## config.mk

```make
export PLATFORM = sky130hd
export DESIGN_NAME = pcrb_top
export DESIGN_NICKNAME = d
export VERILOG_FILES = /design/src/pcrb_pkg.sv /design/src/pcrb_top.sv
export VERILOG_INCLUDE_DIRS = /design/src
export SDC_FILE = /design/constraint.sdc
export NUM_CORES = 2
export LEC_CHECK = 0
export BUFFER_PORTS_ARGS = -buffer_cell sky130_fd_sc_hd__buf_2
export CAP_MARGIN = 15
export CORE_ASPECT_RATIO = 0.7
export CORE_MARGIN = 5
export CORE_UTILIZATION = 50
export DETAILED_ROUTE_END_ITERATION = 8
export GPL_TIMING_DRIVEN = 0
export HOLD_SLACK_MARGIN = 0.02
export PLACE_DENSITY = 0.65
export SYNTH_ARGS = -nofsm -noshare
export SYNTH_HDL_FRONTEND = slang
export SYNTH_SLANG_ARGS = --single-unit
```

## constraint.sdc

```tcl
create_clock -name pclk -period 5.1 [get_ports pclk]
set_clock_uncertainty 0.2 [all_clocks]
set_input_delay 0.255 -clock pclk [delete_from_list [all_inputs] [get_ports pclk]]
set_output_delay 0.255 -clock pclk [all_outputs]
set_load 0.01 [all_outputs]
```

## src/pcrb_defines.svh

```systemverilog
/*
  named offsets, field positions, reset values and timing figures of the paged control bank.
  assumes inclusion by bare name; definitions only.
*/
`ifndef PCRB_DEFINES_SVH
`define PCRB_DEFINES_SVH

`define PCRB_PAGE_DRV 8'h01
`define PCRB_PAGE_TMR 8'h03
`define PCRB_PAGE_COEF 8'h08

`define PCRB_REG_PAGE 7'h00
`define PCRB_REG_OUTMODE 7'h2C
`define PCRB_REG_RSVD_2D 7'h2D
`define PCRB_REG_BIAS 7'h2E
`define PCRB_REG_ICM 7'h32
`define PCRB_REG_RSVD_TAIL 7'h33
`define PCRB_REG_TMR_DIV 7'h10
`define PCRB_REG_COEF_CTRL 7'h01
`define PCRB_REG_COEF_FIRST 7'h02
`define PCRB_REG_COEF_LAST 7'h41

`define PCRB_OUTMODE_LEFT 2
`define PCRB_OUTMODE_RIGHT 1
`define PCRB_DBN_MSB 7
`define PCRB_DBN_LSB 5
`define PCRB_BIAS_SPD 7
`define PCRB_BIAS_FORCE 3
`define PCRB_BIAS_LVL_MSB 1
`define PCRB_BIAS_LVL_LSB 0
`define PCRB_ICM_FIRST 7
`define PCRB_ICM_SECOND 6
`define PCRB_TMR_SRC 7
`define PCRB_TMR_DIV_MSB 6
`define PCRB_CTRL_ADAPT 2
`define PCRB_CTRL_SEL 1
`define PCRB_CTRL_SWAP 0

`define PCRB_PAGE_RST 8'h00
`define PCRB_OUTMODE_RST 8'h00
`define PCRB_BIAS_RST 8'h00
`define PCRB_ICM_RST 8'h00
`define PCRB_TMR_DIV_RST 8'h81
`define PCRB_DIV_ZERO 8'h80

`define PCRB_COEF_NUM 32
`define PCRB_COEF_PER_BIQUAD 5
`define PCRB_COEF_FILT_NUM 30
`define PCRB_COEF_UNITY 16'h7FFF
`define PCRB_COEF_ZERO 16'h0000

`define PCRB_CLK_NS 50
`define PCRB_INIT_TIME_NS 100000
`define PCRB_INIT_CYCLES ((`PCRB_INIT_TIME_NS + `PCRB_CLK_NS - 1) / `PCRB_CLK_NS)
`define PCRB_INIT_W 11
`define PCRB_NPIN 5
`define PCRB_ADDR_W 12
`define PCRB_IDX_MSB 8
`define PCRB_IDX_LSB 2

`endif

```

## src/pcrb_pkg.sv

```systemverilog
/*
  types of the paged control bank: pin order and the packed state record.
  assumes pcrb_defines.svh is on the include path.
*/
`include "pcrb_defines.svh"

package pcrb_pkg;

  typedef enum logic [2:0] {
    PCRB_PIN_MCLK = 3'b000,
    PCRB_PIN_OSC = 3'b001,
    PCRB_PIN_FRAME = 3'b010,
    PCRB_PIN_HSDET = 3'b011,
    PCRB_PIN_HSINS = 3'b100
  } pcrb_pin_e;

  typedef logic [`PCRB_COEF_NUM-1:0][15:0] pcrb_coef_t;

  typedef struct packed {
    logic [7:0] page;
    logic [7:0] outmode;
    logic [7:0] bias;
    logic [7:0] icm;
    logic [7:0] tmr_div;
    logic adapt;
    logic sel;
    logic swap_req;
    logic [7:0] stage;
    pcrb_coef_t buf_a;
    pcrb_coef_t buf_b;
    logic [`PCRB_INIT_W-1:0] init_cnt;
    logic init_done;
    logic [`PCRB_NPIN-1:0] pin_s1;
    logic [`PCRB_NPIN-1:0] pin_s2;
    logic [`PCRB_NPIN-1:0] pin_s3;
    logic [`PCRB_NPIN-1:0] pin_f;
    logic [7:0] mclk_cnt;
    logic [7:0] osc_cnt;
    logic timer_tick;
    logic [7:0] dbn_cnt;
    logic dbn_tick;
    logic [31:0] prdata;
    logic pslverr;
    logic [15:0] dsp_coef;
  } pcrb_state_s;

endpackage : pcrb_pkg

```

## src/pcrb_top.sv

```systemverilog
/*
  paged control bank with double-buffered coefficient store, reached over apb.
  assumes a 20 mhz pclk, an apb master, and clock and status pins from other domains.
*/
// Our own choice: register access over APB.
//
// Contract
// - register 0 of every page selects page
// - timer and coefficient pages valid after 100 us
// - timer source bit: oscillator or master clock
// - master clock paces delay timer only
// - coefficient is signed 16 bits, high then low
// - control bit 2 enables adaptive filtering
// - read-only bit 1 shows buffer assignment
// - bit 0 requests swap at frame boundary
// - swap clears request and toggles buffer flag
// - bit 2 sets left driver to line out
// - bit 1 sets right driver to line out
// - bias bit 7 enables software power-down
// - bias bit 3 forces bias without headset
// - two-bit field selects bias output level
// - bits 7,6 tie unused inputs to common mode
// - debounce clock period is duration over eight
// - first coefficient high byte at register 2
`timescale 1ns/1ps
`default_nettype none
`include "pcrb_defines.svh"

module pcrb_top
  import pcrb_pkg::*;
#(
  parameter logic [7:0] OSC_DIV = 8'd8
) (
  input wire logic pclk,
  input wire logic presetn,
  input wire logic psel,
  input wire logic penable,
  input wire logic pwrite,
  input wire logic [`PCRB_ADDR_W-1:0] paddr,
  input wire logic [31:0] pwdata,
  input wire logic [3:0] pstrb,
  output logic [31:0] prdata,
  output logic pready,
  output logic pslverr,
  input wire logic mclk_in,
  input wire logic osc_in,
  input wire logic frame_start_in,
  input wire logic headset_detect_en_in,
  input wire logic headset_inserted_in,
  input wire logic [4:0] dsp_coef_idx,
  output logic [15:0] dsp_coef,
  output logic left_phones_driver_lineout,
  output logic right_phones_driver_lineout,
  output logic soft_powerdown_en,
  output logic [1:0] mic_bias_output,
  output logic analog_input_first_cm_tie,
  output logic analog_input_second_cm_tie,
  output logic adaptive_en,
  output logic dsp_buffer_sel,
  output logic timer_tick,
  output logic debounce_tick,
  output logic defaults_valid
);

  localparam int INIT_CYCLES = `PCRB_INIT_CYCLES;

  function automatic pcrb_coef_t coef_defaults();
    pcrb_coef_t c;
    for (int i = 0; i < `PCRB_COEF_NUM; i++) begin
      c[i] = ((i % `PCRB_COEF_PER_BIQUAD) == 0 && i < `PCRB_COEF_FILT_NUM) ? `PCRB_COEF_UNITY : `PCRB_COEF_ZERO;
    end
    return c;
  endfunction : coef_defaults

  localparam pcrb_coef_t COEF_RST = coef_defaults();

  pcrb_state_s st;
  pcrb_state_s next_st;

  logic [`PCRB_NPIN-1:0] pin_in;
  logic [`PCRB_NPIN-1:0] pin_rise;
  logic [6:0] idx;
  logic addr_bad;
  logic page_gated;
  logic is_coef;
  logic [4:0] coef_idx;
  logic host_b;
  logic dsp_b;
  logic wr_acc;
  logic setup;
  logic swap_now;
  logic [7:0] divisor;
  logic [7:0] dbn_period;
  logic [2:0] dbn_code;
  logic src_edge;
  logic [15:0] host_word;
  logic [7:0] rd_byte;
  logic drv_wr;
  logic coef_wr;

  assign pin_in = {headset_inserted_in, headset_detect_en_in, frame_start_in, osc_in, mclk_in};

  // a rising pin edge counts once the second and third stages agree
  genvar g;
  generate
    for (g = 0; g < `PCRB_NPIN; g++) begin : g_pin
      assign pin_rise[g] = st.pin_s2[g] & st.pin_s3[g] & ~st.pin_f[g];
    end
  endgenerate

  always_comb begin
    idx = paddr[`PCRB_IDX_MSB:`PCRB_IDX_LSB];
    addr_bad = |paddr[`PCRB_ADDR_W-1:`PCRB_IDX_MSB+1] | (|paddr[1:0]);
    // pages 3 and 8 answer, except at register 0, only once their defaults are valid
    page_gated = (idx != `PCRB_REG_PAGE) & ~st.init_done &
                 ((st.page == `PCRB_PAGE_TMR) | (st.page == `PCRB_PAGE_COEF));
    is_coef = (st.page == `PCRB_PAGE_COEF) & (idx >= `PCRB_REG_COEF_FIRST) &
              (idx <= `PCRB_REG_COEF_LAST);
    coef_idx = 5'((idx - `PCRB_REG_COEF_FIRST) >> 1);
    host_b = st.adapt & ~st.sel;
    dsp_b = st.adapt & st.sel;
    host_word = host_b ? st.buf_b[coef_idx] : st.buf_a[coef_idx];
    setup = psel & ~penable;
    wr_acc = psel & penable & pwrite & ~st.pslverr;
    drv_wr = wr_acc & pstrb[0] & (st.page == `PCRB_PAGE_DRV);
    coef_wr = wr_acc & pstrb[0] & (st.page == `PCRB_PAGE_COEF);
    swap_now = pin_rise[PCRB_PIN_FRAME] & st.swap_req & st.adapt;
    divisor = (st.tmr_div[`PCRB_TMR_DIV_MSB:0] == 7'h00) ? `PCRB_DIV_ZERO :
              {1'b0, st.tmr_div[`PCRB_TMR_DIV_MSB:0]};
    dbn_code = st.outmode[`PCRB_DBN_MSB:`PCRB_DBN_LSB];
    dbn_period = (dbn_code == 3'h0) ? 8'h01 : 8'(8'h01 << (dbn_code - 3'h1));
    src_edge = st.tmr_div[`PCRB_TMR_SRC] ? pin_rise[PCRB_PIN_MCLK] : 1'b0;
  end

  always_comb begin
    rd_byte = 8'h00;
    if (idx == `PCRB_REG_PAGE) begin
      rd_byte = st.page;
    end else if (st.page == `PCRB_PAGE_DRV) begin
      case (idx)
        `PCRB_REG_OUTMODE: rd_byte = st.outmode;
        `PCRB_REG_BIAS: rd_byte = st.bias;
        `PCRB_REG_ICM: rd_byte = st.icm;
        default: rd_byte = 8'h00;
      endcase
    end else if (st.page == `PCRB_PAGE_TMR) begin
      rd_byte = (idx == `PCRB_REG_TMR_DIV) ? st.tmr_div : 8'h00;
    end else if (st.page == `PCRB_PAGE_COEF) begin
      if (idx == `PCRB_REG_COEF_CTRL) begin
        rd_byte = {5'h00, st.adapt, st.sel, st.swap_req};
      end else if (is_coef) begin
        rd_byte = idx[0] ? host_word[7:0] : host_word[15:8];
      end
    end
  end

  always_comb begin
    next_st = st;
    next_st.timer_tick = 1'b0;
    next_st.dbn_tick = 1'b0;
    // pin synchronisers
    next_st.pin_s1 = pin_in;
    next_st.pin_s2 = st.pin_s1;
    next_st.pin_s3 = st.pin_s2;
    for (int i = 0; i < `PCRB_NPIN; i++) begin
      if (st.pin_s2[i] == st.pin_s3[i]) begin
        next_st.pin_f[i] = st.pin_s3[i];
      end
    end
    // power-up wait before defaults count as valid
    if (!st.init_done) begin
      if (st.init_cnt == `PCRB_INIT_W'(INIT_CYCLES - 1)) begin
        next_st.init_done = 1'b1;
      end else begin
        next_st.init_cnt = st.init_cnt + `PCRB_INIT_W'(1);
      end
    end
    // delay-timer clock
    if (st.tmr_div[`PCRB_TMR_SRC]) begin
      if (src_edge) begin
        if (st.mclk_cnt + 8'h01 >= divisor) begin
          next_st.mclk_cnt = 8'h00;
          next_st.timer_tick = 1'b1;
        end else begin
          next_st.mclk_cnt = st.mclk_cnt + 8'h01;
        end
      end
    end else if (pin_rise[PCRB_PIN_OSC]) begin
      if (st.osc_cnt + 8'h01 >= OSC_DIV) begin
        next_st.osc_cnt = 8'h00;
        next_st.timer_tick = 1'b1;
      end else begin
        next_st.osc_cnt = st.osc_cnt + 8'h01;
      end
    end
    // debounce clock from the timer clock
    if (st.timer_tick) begin
      if (st.dbn_cnt + 8'h01 >= dbn_period) begin
        next_st.dbn_cnt = 8'h00;
        next_st.dbn_tick = 1'b1;
      end else begin
        next_st.dbn_cnt = st.dbn_cnt + 8'h01;
      end
    end
    // buffer swap at frame start
    if (swap_now) begin
      next_st.sel = ~st.sel;
      next_st.swap_req = 1'b0;
    end
    // apb setup phase: decode and latch the answer
    if (setup) begin
      next_st.pslverr = addr_bad | page_gated;
      next_st.prdata = (addr_bad | page_gated | pwrite) ? 32'h0000_0000 : {24'h00_0000, rd_byte};
    end
    // apb access phase: writes take effect
    if (wr_acc && pstrb[0]) begin
      if (idx == `PCRB_REG_PAGE) begin
        next_st.page = pwdata[7:0];
      end else if (st.page == `PCRB_PAGE_DRV) begin
        case (idx)
          `PCRB_REG_OUTMODE: next_st.outmode = pwdata[7:0];
          `PCRB_REG_BIAS: next_st.bias = pwdata[7:0];
          `PCRB_REG_ICM: next_st.icm = pwdata[7:0];
          default: next_st.page = st.page;
        endcase
      end else if (st.page == `PCRB_PAGE_TMR) begin
        if (idx == `PCRB_REG_TMR_DIV) begin
          next_st.tmr_div = pwdata[7:0];
          // restart the count so it never sits above a smaller divisor
          next_st.mclk_cnt = 8'h00;
        end
      end else if (st.page == `PCRB_PAGE_COEF) begin
        if (idx == `PCRB_REG_COEF_CTRL) begin
          next_st.adapt = pwdata[`PCRB_CTRL_ADAPT];
          // a request written during a swap survives it
          if (pwdata[`PCRB_CTRL_SWAP]) begin
            next_st.swap_req = 1'b1;
          end else if (!swap_now) begin
            next_st.swap_req = 1'b0;
          end
        end else if (is_coef) begin
          if (!idx[0]) begin
            next_st.stage = pwdata[7:0];
          end else if (host_b) begin
            next_st.buf_b[coef_idx] = {st.stage, pwdata[7:0]};
          end else begin
            next_st.buf_a[coef_idx] = {st.stage, pwdata[7:0]};
          end
        end
      end
    end
    // coefficient word for the processing block
    next_st.dsp_coef = dsp_b ? st.buf_b[dsp_coef_idx] : st.buf_a[dsp_coef_idx];
  end

  always_ff @(posedge pclk or negedge presetn) begin
    if (!presetn) begin
      st <= '0;
      st.page <= `PCRB_PAGE_RST;
      st.outmode <= `PCRB_OUTMODE_RST;
      st.bias <= `PCRB_BIAS_RST;
      st.icm <= `PCRB_ICM_RST;
      st.tmr_div <= `PCRB_TMR_DIV_RST;
      st.buf_a <= COEF_RST;
      st.buf_b <= COEF_RST;
    end else begin
      st <= next_st;
    end
  end

  assign prdata = st.prdata;
  assign pready = 1'b1;
  assign pslverr = st.pslverr & psel & penable;
  assign dsp_coef = st.dsp_coef;
  assign left_phones_driver_lineout = st.outmode[`PCRB_OUTMODE_LEFT];
  assign right_phones_driver_lineout = st.outmode[`PCRB_OUTMODE_RIGHT];
  assign soft_powerdown_en = st.bias[`PCRB_BIAS_SPD];
  // bias stays off with detection on and no headset unless forced
  assign mic_bias_output = (st.bias[`PCRB_BIAS_FORCE] | ~st.pin_f[PCRB_PIN_HSDET] | st.pin_f[PCRB_PIN_HSINS]) ?
                           st.bias[`PCRB_BIAS_LVL_MSB:`PCRB_BIAS_LVL_LSB] : 2'b00;
  assign analog_input_first_cm_tie = st.icm[`PCRB_ICM_FIRST];
  assign analog_input_second_cm_tie = st.icm[`PCRB_ICM_SECOND];
  assign adaptive_en = st.adapt;
  assign dsp_buffer_sel = st.sel;
  assign timer_tick = st.timer_tick;
  assign debounce_tick = st.dbn_tick;
  assign defaults_valid = st.init_done;
endmodule : pcrb_top
`default_nettype wire

```

After elaboration in Yosys (flattened, before gate mapping). Index checks and enable logic that the tools add are counted.

Word-level logic and storage cells: 244. Flip-flop bits (word level): 1182. Output and inout port bits: 62.

Bitwise operators: 42. Reduce and logical (&&, ||, !) cells: 19. Mux-type cells: 63. Shifts and indexed selects: 1. Eq/ne operators: 14. Add/sub/neg operators: 6. $lt $le $gt $ge: 8.

Operators with widths (count): $mux 1033 (5); $mux 1032 (2); $bwmux 512 (2); $mux 1024 (1); $mux 512 (2); $bmux 16 s5 (4); $mux 8 (23); $mux 16 (7); $demux 16 s5 (1); $add 8x1->8 const B (3); $pmux 8 s3 (1); $eq 7x6->1 const B (3); $and 1x1->1 (20); $reduce_and 9->1 (2); $ge 8x8->1 (2); $not 1->1 (16); $logic_not 7->1 (2); $mux 1 (14); $lt 5x6->1 const B (2); $reduce_and 4->1 (3); $add 11x1->11 const B (1); $eq 11x11->1 const B (1); $eq 8x1->1 const B (1); $eq 8x2->1 const B (1); other kinds (22) (34).

Depth between registers and ports, before layout.
Word-level depth: 15. Mapped depth: 18. Depth with buffers taken out: 13.

Least setup slack after synthesis. OpenSTA, ideal clock, no wires.

Kind: input to register. From: input port paddr[3]. To: register st (netlist bit prdata[2]). Path buffers: 8. Setup time: 127 ps. Stages: 16. Slack: 1069 ps. Data arrival time: 3703 ps. Path through: buf_4 -> buf_4 -> buf_4 -> buf_4 -> inv_1 -> ha_1 -> buf_1 -> buf_2 -> clkbuf_1 -> clkbuf_1 -> mux4_2 -> o22ai_1 -> nor2_1 -> o2111ai_1 -> a31oi_1 -> or2_2.

Cells in the longest elaborated chain, start to end: 12. Elaborated cells between the ends (all ways): 31.

Ends and longest elaborated chain: start, declared (line pcrb_top.sv:39) `` input wire logic [`PCRB_ADDR_W-1:0] paddr, ``; $sub 6x2->6 (no line); $bmux 16 s5 (line pcrb_top.sv:122) `host_word = host_b ? st.buf_b[coef_idx] : st.buf_a[coef_idx];`; $mux 16 (not written as such) (line pcrb_top.sv:122); $mux 16 (line pcrb_top.sv:122); $mux 8 (line pcrb_top.sv:152) `rd_byte = idx[0] ? host_word[7:0] : host_word[15:8];`; $mux 8 (line pcrb_top.sv:151) `end else if (is_coef) begin`; $mux 8 (line pcrb_top.sv:149) `` if (idx == `PCRB_REG_COEF_CTRL) begin ``; $mux 8 (line pcrb_top.sv:148) `` end else if (st.page == `PCRB_PAGE_COEF) begin ``; $mux 8 (line pcrb_top.sv:146) `` end else if (st.page == `PCRB_PAGE_TMR) begin ``; $mux 8 (line pcrb_top.sv:139) `` end else if (st.page == `PCRB_PAGE_DRV) begin ``; $mux 8 (line pcrb_top.sv:137) `` if (idx == `PCRB_REG_PAGE) begin ``; $mux 8 (*) (line pcrb_top.sv:213) `next_st.prdata = (addr_bad | page_gated | pwrite) ? 32'h0000_0000 : {24'h00_0000, rd_byte};`; end signal, assigned (line pcrb_top.sv:267) `st <= next_st;`; end, declared (line pcrb_top.sv:77) `pcrb_state_s st;`.

Every way passes the cells marked *; elsewhere a longest branch is shown, timed or not. The select of a mux whose other input is x is not followed. A chain may end at the register's enable or synchronous reset.

Worst setup path after layout. Same ends and word-level chain as after synthesis.

==> flow_summary.yaml <==
synthesis:
  synth.ff_latch_count: 1158
  synth_top_area_cell: "dfrtp_1"
  netlist-cell-type-count: 75
  yosys_warnings: 0
  ys_seq_area_share_pct: 46.5
  synth_cells: 3943
  synthesis.area_um2: 62800
  synthTopCellsByArea: "dfrtp_1 (39%), mux4_2 (21%), mux2_2 (9.3%)"
  async_reset_ff_share_pct: 100
  synthFlopType: "dfrtp_1"
  synth.avg_cell_area_um2: 15.9
  synth_edf_count: 0
  synth_top_cell_area_share_pct: 38.9
critical_path:
  r2r_slack_ps: 800
  critical_path.max_fanout: 11
  crit_path_start_kind: "input pin"
  end_kind: "flop"
  arrival_ps: 5720
  worstPathRequired_ps: 5560
  crit_type: "in -> reg"
cts:
  clk_pin_slew_ps: 70
  cts_max_level: 3
  cts_max_path_buffers: 3
  numClockSinks: 1158
  clk_latency_ps: 780
  clock-root-buffer: "clkbuf_16"
  cts_buffers: 114
  cts_tree: "yes"
sta:
  layout_setup_ws_ps: -162
  setup_viol: 7
  finalMaxSlewViolations: 0
  setup_tns_ps: -641
  tightest_slew_ps: 1370
  rsz0062_at_grt: "false"
  finalHoldViolCount: 0
  timing.fmax_mhz: 190
  min_period_over_period_pct: 103
  fin_crit_ps: 5260
  maxSlewHeadroom_pct: 8.49
layout:
  fillers: 9757
  finish.utilization_pct: 57.1
  drive_gt1_share_pct: 46.3
  area_growth_pct: 13.1
  nets: 4331
global_route:
  first_global_vias: 41000
  grt_max_degree: 169
  grt_antenna_before_repair: 24
  grt_pass1_wl_mm: 331
  grtUsageTotal_pct: 35.8
  overflow: 0
floorplanning:
  initial_core_util_pct: 50.5
  dieHeight_um: 306
  chipWidth_um: 433
  core_area_um2: 124000
  dieArea_um2: 133000
  rows: 108
  io_pins: 125
drt:
  first_pass_iters: 6
  wire_per_inst_um: 39.5
  viasPerCell: 7.10
  num_vias: 42700
  drcViolationCount: 0
  postRouteAntennaNets: 0
  wl_mm: 238
  initialDrtViolationCount: 5749
run_status:
  status: "complete, but fails checks"
  violations: "setup timing"
worst_hold_path:
  holdCritPathClass: "in -> reg"
placement:
  io_buffers: 59
  gp_congestion: 1.01
  dpl.hpwl_mm: 174
power_and_ir_drop:
  ir_drop_v: 0.000312
  p_leak_uw: 0.0331
  p_per_area_nw_per_um2: 286
run:
  drv_cap: 0
cell usage in the layout, fill, tap and decap left out, drive strengths merged, types with 10 or more instances in the layout:
| cell type | instances |
|---|---|
| a21oi | 16 |
| a22oi | 11 |
| and3 | 11 |
| buf | 328 |
| bufinv | 10 |
| clkbuf | 376 |
| clkinv | 25 |
| conb | 25 |
| dfrtp | 976 |
| dfstp | 182 |
| diode | 18 |
| dlygate4sd3 | 30 |
| ha | 31 |
| inv | 27 |
| mux2 | 1069 |
| mux4 | 594 |
| nand2 | 90 |
| nand3 | 35 |
| nand4 | 10 |
| nor2 | 134 |
| nor3 | 23 |
| nor4 | 31 |
| o21ai | 46 |
| o221ai | 10 |
| o22ai | 78 |
| or3 | 10 |
| or4 | 11 |
| xnor2 | 20 |
| xor2 | 11 |
what timing repair did:
action / 4_1_cts / 5_1_grt
setup endpoints to repair: 216 / 6
gates cloned: 0 / 0
endpoints found under the hold margin: 828 / 0
resized for setup: 59 / 14
setup buffers: 0 / 0
pin swaps: 1 / 1
hold buffers: 31 / 0
per-layer routing:
| layer | share of wire, % | vias up | global-route usage [%] |
|---|---|---|---|
| met3 | 16 | 472 | 19.0 |
| met4 | 4.1 | 2 | 12.0 |
| met2 | 39 | 3195 | 45.9 |
| met5 | 0.0038 | - | 0.784 |
| li1 | - | 15900 | - |
| met1 | 40 | 23100 | 51.7 |
logic make-up after synthesis:
kind of cell	count (synthesis)	share of synthesized area, %
AOI/OAI and AO/OA	222	2.38
xor gates and xnor gates	31	0.433
adders and majority gates	33	0.650
buffers and inverters	428	3.90
DFF	1158	46.5
muxes	1666	41.0
other	2	0.0120
and+or+nand+nor	403	5.07
metrics by stage:
| step | hold slack [ps] | instances | area [um^2] | setup slack (ps) | power (uW) |
|---|---|---|---|---|---|
| floorplan | -241 | 3966 | 62800 | 1070 | 10200 |
| detailed placement | 21.7 | 5733 | 66300 | -2830 | 11200 |
| CTS | 76.3 | 5978 | 70700 | 75.9 | 20200 |
| global placement | 133 | 5675 | 65200 | -22340 | 11100 |
| global route | 119 | 5991 | 70900 | 7.74 | 20700 |
| finish | 115 | 6007 | 71000 | -162 | 20300 |
worst paths after layout:
kind                            cells after the start               startpoint                     to
worst min register to register                      0    next_st[88]$_DFF_PN0_  next_st[83]$_DFF_PN0_
worst max-delay path                               15                 paddr[3]  prdata[2]$_DFFE_PN0P_
max in group asynchronous                           6                  presetn              async pin
worst min-delay path                                7                 pstrb[0]   st[1174]$_DFFE_PN0P_
worst max register to register                      9  adaptive_en$_DFFE_PN0P_  prdata[1]$_DFFE_PN0P_
min in group asynchronous                           3                  presetn              async pin
synthesized netlist by cell type (5+ instances only):
library cell,count
a21oi_1,16
a221o_1,5
a22o_1,8
a22oi_1,11
a31oi_1,9
and2_1,9
and3_1,11
buf_1,35
buf_12,8
buf_2,37
buf_4,60
buf_6,55
clkbuf_1,210
dfrtp_1,976
dfstp_2,182
ha_1,31
inv_1,20
mux2_1,473
mux2_2,516
mux2_4,80
mux4_2,594
nand2_1,82
nand2_8,8
nand2b_1,7
nand3_1,35
nand3b_1,5
nand4_1,9
nor2_1,68
nor2_8,66
nor2b_1,7
nor3_1,22
nor4_1,29
o21ai_0,46
o221ai_1,9
o22ai_1,78
o2bb2ai_1,5
or2_2,9
or3_1,9
or4_1,11
xnor2_1,20
xor2_1,11
final cells by class:
cell class / instances / area, um^2 / share of cell area (%)
plain buffers: 404 / 2540 / 3.57
clock inverters: 46 / 584 / 0.824
diodes: 18 / 45.0 / 0.0635
clock buffers: 172 / 3370 / 4.75
inverters: 20 / 75.1 / 0.106
repair buffers: 159 / 1770 / 2.50
well taps: 1650 / 2060 / 2.91
flip-flops and latches: 1158 / 29200 / 41.2
multi-input cells: 2380 / 31300 / 44.1
power by group:
| part | switching (uW) | internal [uW] | leakage (uW) |
|---|---|---|---|
| Clock | 4000 | 5100 | 0.00195 |
| Sequential | 26.8 | 9220 | 0.0154 |
| Combinational | 1400 | 507 | 0.0157 |
| Total | 5430 | 14800 | 0.0331 |
critical path, stage by stage:
cell      delay (ps)
buf_2            160
buf_4            280
buf_6            290
buf_6            310
buf_8            330
inv_1            240
ha_2             510
buf_4            280
buf_4            320
buf_8            290
clkbuf_8         340
mux4_2           340
o211ai_1        1060
a31oi_1          190
or2_2            340
Note: power is estimated with default switching activity, not from simulation.
